### config.mk
export PLATFORM = sky130hd
export DESIGN_NAME = tpc_top
export DESIGN_NICKNAME = d
export VERILOG_FILES = /design/src/tpc_top.v
export VERILOG_INCLUDE_DIRS = /design/src
export SDC_FILE = /design/constraint.sdc
export NUM_CORES = 1
export LEC_CHECK = 0
export BUFFER_PORTS_ARGS = -buffer_cell sky130_fd_sc_hd__buf_2
export CAP_MARGIN = 20
export CORE_AREA = 2 2 273 194
export DETAILED_ROUTE_END_ITERATION = 8
export DIE_AREA = 0 0 275 196
export GPL_TIMING_DRIVEN = 0
export PLACE_DENSITY_LB_ADDON = 0.2
export SLEW_MARGIN = 20
export SYNTH_ARGS = -nofsm -noshare
export SYNTH_HDL_FRONTEND = slang
export SYNTH_SLANG_ARGS = --single-unit
### constraint.sdc
create_clock -name pclk -period 9.25 [get_ports pclk]
set_input_delay 0.925 -clock pclk [delete_from_list [all_inputs] [get_ports pclk]]
set_output_delay 0.925 -clock pclk [all_outputs]
set_load 0.01 [all_outputs]
### src/tpc_consts.vh
`ifndef TPC_CONSTS_VH
`define TPC_CONSTS_VH
// ==========================================
// register indices (byte address = 4 * index)
`define TPC_IDX_TEST_CFG 10'h0C7
`define TPC_IDX_ACC_STATE 10'h0C8
`define TPC_IDX_ACC_CMD 10'h0C9
`define TPC_IDX_ACC_BYTE 10'h0CA
`define TPC_IDX_COND_CFG 10'h0CB
`define TPC_IDX_CTRL_EN 10'h0CC
// ==========================================
// reset values
`define TPC_RST_TEST_CFG 4'h0
`define TPC_RST_ACC_CMD 8'h00
`define TPC_RST_ACC_BYTE 8'h00
`define TPC_RST_COND_CFG 8'h80
`define TPC_RST_CTRL_EN 1'b0
// ==========================================
// field positions
`define TPC_TC_LAUNCH 0
`define TPC_TC_DIR 1
`define TPC_TC_MODE_LO 2
`define TPC_CMD_READ_SEL 7
`define TPC_CC_SNAP 7
`define TPC_CC_GSTRK 6
`define TPC_CC_ZCS_LO 3
`define TPC_CC_GSUB_LO 0
`define TPC_CT_TEST 6
`define TPC_CT_STRK 4
`define TPC_CS_SUB_LO 5
// ==========================================
// indirect table base addresses
`define TPC_BASE_SUB 7'h01
`define TPC_BASE_TRK 7'h21
`define TPC_BASE_CFG 7'h41
// ==========================================
// mode encodings
`define TPC_PM_UNFRAMED 2'b00
`define TPC_PM_BYTE 2'b01
`define TPC_PM_SEVEN 2'b10
`define TPC_ZCS_NONE 3'b000
`define TPC_ZCS_B8_SIG7 3'b001
`define TPC_ZCS_JAM8 3'b010
`define TPC_ZCS_B7 3'b011
`define TPC_ZCS_DDS 3'b100
`define TPC_DDS_BYTE 8'h98
`define TPC_SUB_NONE 3'b000
`define TPC_SUB_TRUNK 3'b001
`define TPC_SUB_ALAW 3'b010
`define TPC_SUB_ULAW 3'b011
`define TPC_SUB_LOOP 3'b100
`endif

### src/tpc_top.v
`timescale 1ns/100ps
// Behaviour
// RL1 - mode 00: pattern logic takes all 24 channels, test bit ignored
// RL2 - mode 01: pattern takes whole bytes of test-selected channels only
// RL3 - mode 10: pattern takes seven MSBs of test channels; 11 reserved
// RL4 - direction 0: generate in transmit; 1: generate in receive
// RL5 - only a 0 to 1 edge on launch starts the pattern logic
// RL6 - busy reads 1 during indirect access; host waits for 0
// RL7 - command: bit 7 read select, bits 6:0 address; write launches
// RL8 - host targets only 01-18, 21-38, 41-58 indirect addresses
// RL9 - indirect write: load data byte first, then command read select 0
// RL10 - indirect read: command read select 1, then byte holds result
// RL11 - snapshot on: first-frame signaling held for whole superframe
// RL12 - global trunk off: per-channel select; on: all channels use code
// RL13 - bit 1 is MSB; suppression 000 no change; above 100 reserved
// RL14 - code 001 sets bit 8 of zero channel, bit 7 in signaling frames
// RL15 - code 010 sets bit 8 always; 011 sets bit 7 of zero channel
// RL16 - code 100 replaces an all-zero channel with 10011000
// RL17 - replace 000 uses per-channel field; 001 uses channel trunk byte
// RL18 - replace 010 A-law milliwatt; 011 mu-law milliwatt
// RL19 - replace 100 uses receive loopback data; others reserved
// RL20 - master enable clear disables every payload control function
// RL21 - busy rises after command write, falls at end; command writes while busy lost
// RL22 - reserved suppression or replace codes leave data unchanged
`include "tpc_consts.vh"
module tpc_top #(
    parameter NUM_CH = 24
) (
    // clock, enable and reset
    input wire pclk,
    input wire pce,
    input wire presetn,
    // apb slave
    input wire psel,
    input wire penable,
    input wire pwrite,
    input wire [11:0] paddr,
    input wire [31:0] pwdata,
    output wire pready,
    output wire pslverr,
    output wire [31:0] prdata,
    // transmit channel stream in
    input wire ch_valid,
    input wire [4:0] ch_index,
    input wire [7:0] ch_data,
    input wire [3:0] tx_signaling_pin,
    input wire sig_frame,
    input wire superframe_mode,
    input wire sf_first_frame,
    input wire [7:0] loopback_data,
    input wire [7:0] pattern_data,
    // transmit channel stream out
    output reg out_valid_q,
    output reg [4:0] out_index_q,
    output reg [7:0] out_data_q,
    output reg [3:0] out_sig_q,
    // pattern generator/detector control
    output reg pattern_take_q,
    output reg [7:0] pattern_mask_q,
    output reg pattern_gen_tx_q,
    output reg pattern_start_q
);

    // ==========================================
    // register state
    reg [3:0] test_cfg_q;
    reg [7:0] acc_cmd_q;
    reg [7:0] acc_byte_q;
    reg [7:0] cond_cfg_q;
    reg master_en_q;
    reg busy_q;
    reg launch_prev_q;
    reg [2:0] mw_phase_q;
    reg [7:0] sub_tbl [0:NUM_CH-1];
    reg [7:0] trk_tbl [0:NUM_CH-1];
    reg [7:0] cfg_tbl [0:NUM_CH-1];
    reg [3:0] snap_tbl [0:NUM_CH-1];

    // ==========================================
    // apb decode
    wire [9:0] idx = paddr[11:2];
    wire hit_tc = (idx == `TPC_IDX_TEST_CFG);
    wire hit_st = (idx == `TPC_IDX_ACC_STATE);
    wire hit_cmd = (idx == `TPC_IDX_ACC_CMD);
    wire hit_byte = (idx == `TPC_IDX_ACC_BYTE);
    wire hit_cc = (idx == `TPC_IDX_COND_CFG);
    wire hit_en = (idx == `TPC_IDX_CTRL_EN);
    wire mapped = hit_tc | hit_st | hit_cmd | hit_byte | hit_cc | hit_en;
    wire acc = psel & penable & pce;
    wire wr = acc & pwrite & mapped;

    // zero wait states; unmapped addresses answer with an error
    assign pready = pce;
    assign pslverr = psel & penable & ~mapped;

    reg [7:0] rd_mux;
    // read data mux, upper bits zero
    always @* begin
        rd_mux = 8'h00;
        if (hit_tc)
            rd_mux = {4'h0, test_cfg_q};
        else if (hit_st)
            rd_mux = {7'h00, busy_q}; // see RL6
        else if (hit_cmd)
            rd_mux = acc_cmd_q;
        else if (hit_byte)
            rd_mux = acc_byte_q;
        else if (hit_cc)
            rd_mux = cond_cfg_q;
        else if (hit_en)
            rd_mux = {7'h00, master_en_q};
    end
    assign prdata = {24'h000000, rd_mux};

    // ==========================================
    // indirect address decode
    wire [6:0] ind_addr = acc_cmd_q[6:0];
    wire in_sub = (ind_addr >= `TPC_BASE_SUB) &&
        (ind_addr < `TPC_BASE_SUB + 7'd24);
    wire in_trk = (ind_addr >= `TPC_BASE_TRK) &&
        (ind_addr < `TPC_BASE_TRK + 7'd24);
    wire in_cfg = (ind_addr >= `TPC_BASE_CFG) &&
        (ind_addr < `TPC_BASE_CFG + 7'd24);
    wire [4:0] ind_ch = ind_addr[4:0] - 5'd1;
    wire ind_rd = acc_cmd_q[`TPC_CMD_READ_SEL];

    reg [7:0] ind_rdata;
    // indirect read mux; addresses outside the tables read zero
    always @* begin
        ind_rdata = 8'h00;
        if (in_sub)
            ind_rdata = sub_tbl[ind_ch];
        else if (in_trk)
            ind_rdata = trk_tbl[ind_ch];
        else if (in_cfg)
            ind_rdata = cfg_tbl[ind_ch];
    end

    // ==========================================
    // direct registers and indirect access sequencer
    always @(posedge pclk or negedge presetn) begin
        if (!presetn) begin
            test_cfg_q <= `TPC_RST_TEST_CFG;
            acc_cmd_q <= `TPC_RST_ACC_CMD;
            acc_byte_q <= `TPC_RST_ACC_BYTE;
            cond_cfg_q <= `TPC_RST_COND_CFG;
            master_en_q <= `TPC_RST_CTRL_EN;
            busy_q <= 1'b0;
            launch_prev_q <= 1'b0;
            pattern_start_q <= 1'b0;
        end else if (pce) begin
            if (wr && hit_tc)
                test_cfg_q <= pwdata[3:0];
            if (wr && hit_cc)
                cond_cfg_q <= pwdata[7:0];
            if (wr && hit_en)
                master_en_q <= pwdata[0];
            // command write launches only when idle
            if (wr && hit_cmd && !busy_q) begin
                acc_cmd_q <= pwdata[7:0]; // see RL7
                busy_q <= 1'b1; // see RL21
            end else if (busy_q) begin
                busy_q <= 1'b0; // see RL21
            end
            // completed read loads the byte register
            if (busy_q && ind_rd)
                acc_byte_q <= ind_rdata; // see RL10
            else if (wr && hit_byte)
                acc_byte_q <= pwdata[7:0];
            // launch edge detect
            launch_prev_q <= test_cfg_q[`TPC_TC_LAUNCH];
            pattern_start_q <= test_cfg_q[`TPC_TC_LAUNCH] &
                ~launch_prev_q; // see RL5
        end
    end

    // indirect table write, performed while busy
    always @(posedge pclk) begin
        if (pce && busy_q && !ind_rd) begin
            if (in_sub)
                sub_tbl[ind_ch] <= acc_byte_q; // see RL9
            if (in_trk)
                trk_tbl[ind_ch] <= acc_byte_q;
            if (in_cfg)
                cfg_tbl[ind_ch] <= acc_byte_q;
        end
    end

    // ==========================================
    // per-channel lookups
    wire [1:0] pmode = test_cfg_q[`TPC_TC_MODE_LO +: 2];
    wire [7:0] c_sub = sub_tbl[ch_index];
    wire [7:0] c_trk = trk_tbl[ch_index];
    wire [7:0] c_cfg = cfg_tbl[ch_index];
    wire [2:0] zero_suppress_type = cond_cfg_q[`TPC_CC_ZCS_LO +: 3];
    wire [2:0] gsub = cond_cfg_q[`TPC_CC_GSUB_LO +: 3];
    wire snap_on = cond_cfg_q[`TPC_CC_SNAP] & superframe_mode;

    // milliwatt lookup, one sample per frame
    function [7:0] mw_byte;
        input ulaw;
        input [2:0] ph;
        reg [7:0] b;
        begin
            case (ph[1:0])
                2'd0: b = ulaw ? 8'h1E : 8'h34;
                2'd1: b = ulaw ? 8'h0B : 8'h21;
                2'd2: b = ulaw ? 8'h0B : 8'h21;
                default: b = ulaw ? 8'h1E : 8'h34;
            endcase
            mw_byte = {b[7] | ph[2], b[6:0]};
        end
    endfunction

    // substitution: global code, else the channel's own code
    reg [2:0] sub_sel;
    reg [7:0] sub_data;
    always @* begin
        sub_sel = (gsub == `TPC_SUB_NONE) ?
            c_sub[`TPC_CS_SUB_LO +: 3] : gsub; // see RL17
        case (sub_sel)
            `TPC_SUB_TRUNK: sub_data = c_trk; // see RL17
            `TPC_SUB_ALAW: sub_data = mw_byte(1'b0, mw_phase_q); // see RL18
            `TPC_SUB_ULAW: sub_data = mw_byte(1'b1, mw_phase_q); // see RL18
            `TPC_SUB_LOOP: sub_data = loopback_data; // see RL19
            default: sub_data = ch_data; // see RL22
        endcase
    end

    // zero code suppression; bit 8 is lsb, bit 7 next
    reg [7:0] zcs_data;
    wire all_zero = (sub_data == 8'h00);
    always @* begin
        zcs_data = sub_data; // see RL13
        case (zero_suppress_type)
            `TPC_ZCS_B8_SIG7: begin
                if (all_zero && sig_frame)
                    zcs_data = 8'h02; // see RL14
                else if (all_zero)
                    zcs_data = 8'h01; // see RL14
            end
            `TPC_ZCS_JAM8: zcs_data = {sub_data[7:1], 1'b1}; // see RL15
            `TPC_ZCS_B7: begin
                if (all_zero)
                    zcs_data = 8'h02; // see RL15
            end
            `TPC_ZCS_DDS: begin
                if (all_zero)
                    zcs_data = `TPC_DDS_BYTE; // see RL16
            end
            default: zcs_data = sub_data; // see RL22
        endcase
    end

    // signaling: snapshot source, then trunk conditioning
    wire snap_hold = snap_on & ~sf_first_frame;
    wire [3:0] sig_src = snap_hold ? snap_tbl[ch_index] :
        tx_signaling_pin; // see RL11
    wire strk = cond_cfg_q[`TPC_CC_GSTRK] |
        c_cfg[`TPC_CT_STRK]; // see RL12
    wire [3:0] sig_cond = strk ? c_cfg[3:0] : sig_src; // see RL12

    // pattern takeover selection
    reg take;
    reg [7:0] pmask;
    always @* begin
        take = 1'b0;
        pmask = 8'hFF;
        case (pmode)
            `TPC_PM_UNFRAMED: take = 1'b1; // see RL1
            `TPC_PM_BYTE: take = c_cfg[`TPC_CT_TEST]; // see RL2
            `TPC_PM_SEVEN: begin
                take = c_cfg[`TPC_CT_TEST]; // see RL3
                pmask = 8'hFE;
            end
            default: take = 1'b0;
        endcase
    end

    // generator inserts data only when generating in transmit
    wire gen_tx = ~test_cfg_q[`TPC_TC_DIR]; // see RL4
    wire [7:0] fin_data = (take && gen_tx) ?
        ((pattern_data & pmask) | (zcs_data & ~pmask)) : zcs_data;

    // ==========================================
    // output stage and frame state
    always @(posedge pclk or negedge presetn) begin
        if (!presetn) begin
            out_valid_q <= 1'b0;
            out_index_q <= 5'd0;
            out_data_q <= 8'h00;
            out_sig_q <= 4'h0;
            pattern_take_q <= 1'b0;
            pattern_mask_q <= 8'h00;
            pattern_gen_tx_q <= 1'b1;
            mw_phase_q <= 3'd0;
        end else if (pce) begin
            out_valid_q <= ch_valid;
            pattern_gen_tx_q <= gen_tx; // see RL4
            if (ch_valid) begin
                out_index_q <= ch_index;
                if (master_en_q) begin
                    out_data_q <= fin_data;
                    out_sig_q <= sig_cond;
                    pattern_take_q <= take;
                    pattern_mask_q <= pmask;
                end else begin
                    out_data_q <= ch_data; // see RL20
                    out_sig_q <= tx_signaling_pin; // see RL20
                    pattern_take_q <= 1'b0; // see RL20
                    pattern_mask_q <= 8'h00;
                end
                if (ch_index == NUM_CH - 1)
                    mw_phase_q <= mw_phase_q + 3'd1;
            end
        end
    end

    // snapshot store, loaded in the superframe's first frame
    always @(posedge pclk) begin
        if (pce && ch_valid && sf_first_frame)
            snap_tbl[ch_index] <= tx_signaling_pin; // see RL11
    end

endmodule // tpc_top

## After elaboration in Yosys (flattened, before gate mapping)

Memories as Yosys holds them, arrays and structs flattened.
Index checks and enable logic that the tools add are counted.

| word-level totals | value |
|---|---|
| logic and storage cells | 145 |
| input port bits | 87 |
| bits in read-only memories | 0 |
| bits in latches | 0 |
| memories | 4 |
| register bits after elaboration | 63 |
| memory bits (writable) | 672 |

| operators by class | value |
|---|---|
| eq/ne operators | 19 |
| div/mod/pow operators | 0 |
| $mul | 0 |
| shifts and indexed selects | 0 |
| bitwise gates (word level) | 24 |
| reductions and logical operators | 31 |
| magnitude comparators | 6 |
| add/sub/neg operators | 2 |
| mux-type cells | 43 |

Memory list:

| name | depth | bits a word | rd ports | clocked after memory_dff | write ports | RTL line | text |
|---|---|---|---|---|---|---|---|
| cfg_tbl | 24 | 8 | 2 | 0 | 1 | tpc_top.v:76 | `reg [7:0] cfg_tbl [0:NUM_CH-1];` |
| sub_tbl | 24 | 8 | 2 | 0 | 1 | tpc_top.v:74 | `reg [7:0] sub_tbl [0:NUM_CH-1];` |
| trk_tbl | 24 | 8 | 2 | 0 | 1 | tpc_top.v:75 | `reg [7:0] trk_tbl [0:NUM_CH-1];` |
| snap_tbl | 24 | 4 | 1 | 0 | 1 | tpc_top.v:77 | `reg [3:0] snap_tbl [0:NUM_CH-1];` |

Operators by type and width:

| kind | count |
|---|---|
| $mux W8 | 19 |
| $pmux W8 S4 | 2 |
| $eq A10 B8 Y1 const B | 6 |
| $and A8 B8 Y8 | 2 |
| $logic_and A1 B1 Y1 | 16 |
| $mux W1 | 15 |
| $eq A3 B2 Y1 const B | 4 |
| $mux W4 | 3 |
| $reduce_and A2 Y1 | 6 |
| $mux W5 | 2 |
| $and A1 B1 Y1 | 8 |
| $logic_not A8 Y1 | 1 |
| $not A8 Y8 | 1 |
| $or A1 B1 Y1 | 8 |
| $or A8 B8 Y8 | 1 |
| $ge A7 B1 Y1 const B | 1 |
| $ge A7 B6 Y1 const B | 1 |
| $ge A7 B7 Y1 const B | 1 |
| $lt A7 B5 Y1 const B | 1 |
| $lt A7 B6 Y1 const B | 1 |
| $lt A7 B7 Y1 const B | 1 |
| $eq A3 B1 Y1 const B | 2 |
| $eq A3 B3 Y1 const B | 2 |
| $eq A5 B5 Y1 const B | 1 |
| 13 further kinds | 20 |

## Depth between registers and ports, before layout

| logic depth | value |
|---|---|
| depth after elaboration | 14 |
| gate-level depth with buffers | 19 |
| mapped depth without buffers | 11 |

## Least setup slack after synthesis

Ideal clock, no wire load.

| path | value |
|---|---|
| kind | register to register |
| from | register acc_cmd_q[0] |
| to | register acc_byte_q[0] |
| data arrival time | 4345 ps |
| cell stages (with the launch flop) | 19 |
| library setup time | 141 ps |
| path slack | 4764 ps |
| path buffers | 9 |
| data required time | 9109 ps |
| cells stage by stage | dfrtp_1 > clkbuf_1 > buf_2 > buf_2 > buf_2 > buf_2 > inv_1 > ha_1 > clkbuf_1 > buf_1 > clkbuf_1 > clkbuf_1 > mux4_2 > a22oi_1 > nor2_1 > a31oi_1 > nand4_1 > nand3_1 > a31oi_1 |

| between the ends | value |
|---|---|
| longest elaborated chain between the ends | 6 |
| elaborated cells between the ends (all ways) | 17 |
| those cells by class | add/sub (1); order compare (6); mux (4); reduce/logical (3); memory (3) |

RTL lines:

| item | RTL line | text |
|---|---|---|
| from (decl) | tpc_top.v:67 | `reg [7:0] acc_cmd_q;` |
| from (signal assigned) | tpc_top.v:144 | `` acc_cmd_q <= `TPC_RST_ACC_CMD; `` |
| from (signal assigned) | tpc_top.v:160 | `acc_cmd_q <= pwdata[7:0];` |
| $sub A5 B1 Y5, or another cell as far along | tpc_top.v:124 | `wire [4:0] ind_ch = ind_addr[4:0] - 5'd1;` |
| $mem_v2 Z24 W8 or $logic_and A1 B1 Y1 (tied branches) | n/a |  |
| $mux W8 | tpc_top.v:135 | `else if (in_cfg)` |
| $mux W8 | tpc_top.v:133 | `else if (in_trk)` |
| $mux W8 (*) | tpc_top.v:131 | `if (in_sub)` |
| $mux W8 (*) | tpc_top.v:166 | `if (busy_q && ind_rd)` |
| to (signal assigned) | tpc_top.v:145 | `` acc_byte_q <= `TPC_RST_ACC_BYTE; `` |
| to (signal assigned) | tpc_top.v:167 | `acc_byte_q <= ind_rdata;` |
| to (signal assigned) | tpc_top.v:169 | `acc_byte_q <= pwdata[7:0];` |
| to (decl) | tpc_top.v:68 | `reg [7:0] acc_byte_q;` |

Every way passes the cells marked *; elsewhere a longest branch is shown, timed or not.
A chain may end at the register's enable or synchronous reset.

## Worst setup path in the final report

| path | value |
|---|---|
| from | register acc_cmd_q[0] |
| to | register acc_byte_q[1] |

Same word-level chain as after synthesis.

==> out/results.tsv <==
stage	metric	value	unit
grt	first_global_vias	20260	
power_and_ir_drop	ir_drop	225.4	µV
sta	worst_pin_slew	1.214	ns
synth	ys_top_cells_by_count	672 x edfxtp_1, 259 x mux4_2, 146 x nand2_1	
setup_path	cp_data_required_time	9.72	ns
synth	synth_async_sr_flop_share	7.819	%
cts	path_clk_slew	0.06	ns
setup_path	critPathKind	reg -> reg	
detailed_routing	wirelength	98.66	mm
power_and_ir_drop	p_seq_share	53.3	%
cts	clkLatencyLatePin	0.62	ns
synth	synth-edff-count	672	
setup_path	reg2reg_from	acc_cmd_q[0]	
placement	io_buffers	97	
cts	cts_resized	0	
detailed_routing	drcViolationCount	0	
power_and_ir_drop	intPower	5.298	mW
synth	synthMostInstantiatedCell	edfxtp_1	
sta	clock.fmax	127.2	MHz
cts	cts.sinks	729	
synth	netlist_instances	1916	
detailed_routing	drt-pass1-iter-count	9	
synth	yosys_most_used_dff	edfxtp_1	
power_and_ir_drop	switchingPower	1.416	mW
synth	synth_top_cell_area_share	61.02	%
hold_path	hp-class	in -> async	
synth	synth-seq-area-share	65.34	%
placement	dp_slack	1.686	ns
synth	yosys-top-cells-area	edfxtp_1 61%, mux4_2 18%, dfrtp_1 4.2%	
synth	yosys_warnings	0	
setup_path	slowest_delay	0.85	ns
floorplanning	dieArea	53900	µm²
sta	fin_tns_setup	0	ns
grt	antenna_found_initial	0	
setup_path	crit_chain	clkbuf_1 > buf_2 > buf_2 > buf_2 > buf_2 > inv_1 > ha_1 > clkbuf_1 > buf_1 > clkbuf_1 > clkbuf_1 > mux4_2 > a22oi_1 > nor2_1 > a31oi_1 > nand4_1 > nand3_1 > a31oi_1	
floorplanning	core	51500	µm²
outcome	status	finished clean	
detailed_routing	vias	21030	
synth	synth_top_area_cell	edfxtp_1	
sta	period_share	85.02	%
setup_path	rr_endpoint	acc_byte_q[1]	
sta	drv_slew	0	
placement	place_area	34670	µm²
final_layout	nFillCells	3112	
synth	synth_area	33070	µm²
cts	cts_tree	yes	
synth	postSynthAreaPerCell	17.26	µm²
sta	worst_slack	1.386	ns
setup_path	reg2reg_depth	18	
grt	grt_usage	37.42	%
detailed_routing	drt_iter0_markers	3816	
cts	root_buffer	clkbuf_16	
sta	finalHoldViolations	0	
floorplanning	start_util	64.22	%
setup_path	cp_slowest_cell	buf_1	
final_layout	area_growth	11.51	%
cts	hold_buffers	0	
sta	finalCriticalPeriod	7.864	ns
detailed_routing	ant_nets	0	
sta	final-setup-viol-count	0	
grt	grt_pass1_wl	141.2	mm
setup_path	crit_start	acc_cmd_q[0]	
power_and_ir_drop	p_comb_share	4.2	%
setup_path	cp-endpoint	acc_byte_q[1]	
floorplanning	die_x	275	µm
placement	place_hpwl	69.35	mm
detailed_routing	post_drt_wl_per_cell	34.64	µm
sta	slew_headroom	18.42	%
cts	cts_setup_buffers	0	
run	maxCapViolCount	0	
power_and_ir_drop	power_density	182.1	nW/µm²
final_layout	final_area	36880	µm²
setup_path	r2r_slack	1.39	ns
floorplanning	rows	70	
sta	rsz0062_at_grt	no	
final_layout	nNetsFinal	2208	
cts	cts_max_level	3	
power_and_ir_drop	clkPwrFrac	42.4	%
synth	synth-seq-cells	729	
cts	cts_buffers	68	
power_and_ir_drop	leakagePower	13.40	nW
cts	clockBufferDepth	3	
detailed_routing	viasPerCell	7.385	
grt	gr-total-overflow	0	
power_and_ir_drop	switching_share	21.09	%
power_and_ir_drop	total_power	6.715	mW
final_layout	diodes	0	
setup_path	crit_path_start_kind	register	
synth	ys_types	86	
setup_path	critPathCaptureType	register	
setup_path	crit_fanout	10	
setup_path	critPathArrivalTime	8.33	ns
final_layout	drive_gt1_share	27.50	%
sta	skew	0.02047	ns
grt	grt_max_degree	75	
placement	gp_congestion	1.006	
floorplanning	ios	150	
floorplanning	die_h	196	µm
## cell usage in the layout, fill, tap and decap left out, drive strengths merged, types with 9 or more instances in the layout
master and n:
a211oi 9, a21oi 30, mux2 20, clkbuf 159
mux2i 49, o22ai 18, ha 9, o211ai 14
dfrtp 55, nand2 149, nand4 12, nor3 18
nor2 139, inv 21, a221oi 10, a22o 11
edfxtp 672, a31oi 27, o21ai 44, o221ai 9
buf 193, clkinv 22, a22oi 46, nand3 27
conb 24, mux4 265
## worst max-delay path: cells and delay by family, from the launching register on
kind	cells	cell delay (ns)
adders and majority gates	1	0.31
buffers and inverters	10	5.14
AOI/OAI and AO/OA	3	0.78
DFF	1	0.41
and+or+nand+nor	3	0.62
muxes	1	0.42
## registers in the layout, indices dropped and copies added, names as in the netlist
register / flops
pattern_gen_tx_q: 1
pattern_mask_q: 2
busy_q: 1
acc_byte_q: 8
pattern_take_q: 1
out_sig_q: 4
snap_tbl: 96
cfg_tbl: 192
test_cfg_q: 4
trk_tbl: 192
pattern_start_q: 1
out_index_q: 5
cond_cfg_q: 8
out_data_q: 8
launch_prev_q: 1
sub_tbl: 192
mw_phase_q: 3
acc_cmd_q: 8
out_valid_q: 1
master_en_q: 1
## power groups by stage
stage          clock (mW)  sequential [mW]  combinational, mW
6_report             2.85             3.58              0.284
4_1_cts              2.84             3.58              0.277
5_1_grt              2.96             3.58              0.298
3_3_place_gp            0             3.65              0.270
2_1_floorplan           0             3.66              0.158
3_5_place_dp            0             3.65              0.275
## layout make-up
class	count	area (µm²)	share of cell area, %
sequential	729	21630	58.65
multi-input combinational	1031	10650	28.89
timing repair buffer	103	608.1	1.649
tap	684	855.8	2.321
buffer	159	849.6	2.304
inverter	20	75.07	0.2036
clock buffer	90	1868	5.065
clock inverter	32	337.8	0.9161
## through the flow
stage,hold WS (ns),instances,utilization [%]
finish,0.3630,2848,71.61
CTS,0.3899,2848,71.60
floorplan,0.4227,1939,-
detailed placement,0.4558,2726,67.32
global placement,0.4337,2720,66.99
global route,0.4242,2848,71.61
## worst min-delay path by stage
stage	from	endpoint	depth (start not counted)
finish	presetn	pattern_mask_q[6]	1
detailed placement	launch_prev_q	pattern_start_q	1
global placement	launch_prev_q	pattern_start_q	1
global route	presetn	out_data_q[6]	1
floorplan	launch_prev_q	pattern_start_q	1
CTS	presetn	pattern_mask_q[6]	1
## per-layer routing
metal / GRT usage, % / wire length (µm)
met1: 56.58 / 37000
met2: 51.12 / 42160
met3: 12.93 / 15500
met4: 13.73 / 4001
met5: 0 / 0
## logic make-up after synthesis
| family | synth area share [%] |
|---|---|
| DFF | 65.34 |
| and+or+nand+nor | 5.448 |
| muxes | 20.28 |
| AOI/OAI and AO/OA | 5.603 |
| buffers and inverters | 2.792 |
| adders and majority gates | 0.3405 |
| xor gates and xnor gates | 0.1854 |
| other | 0.01134 |
Note: power is estimated with default switching activity, not from simulation.
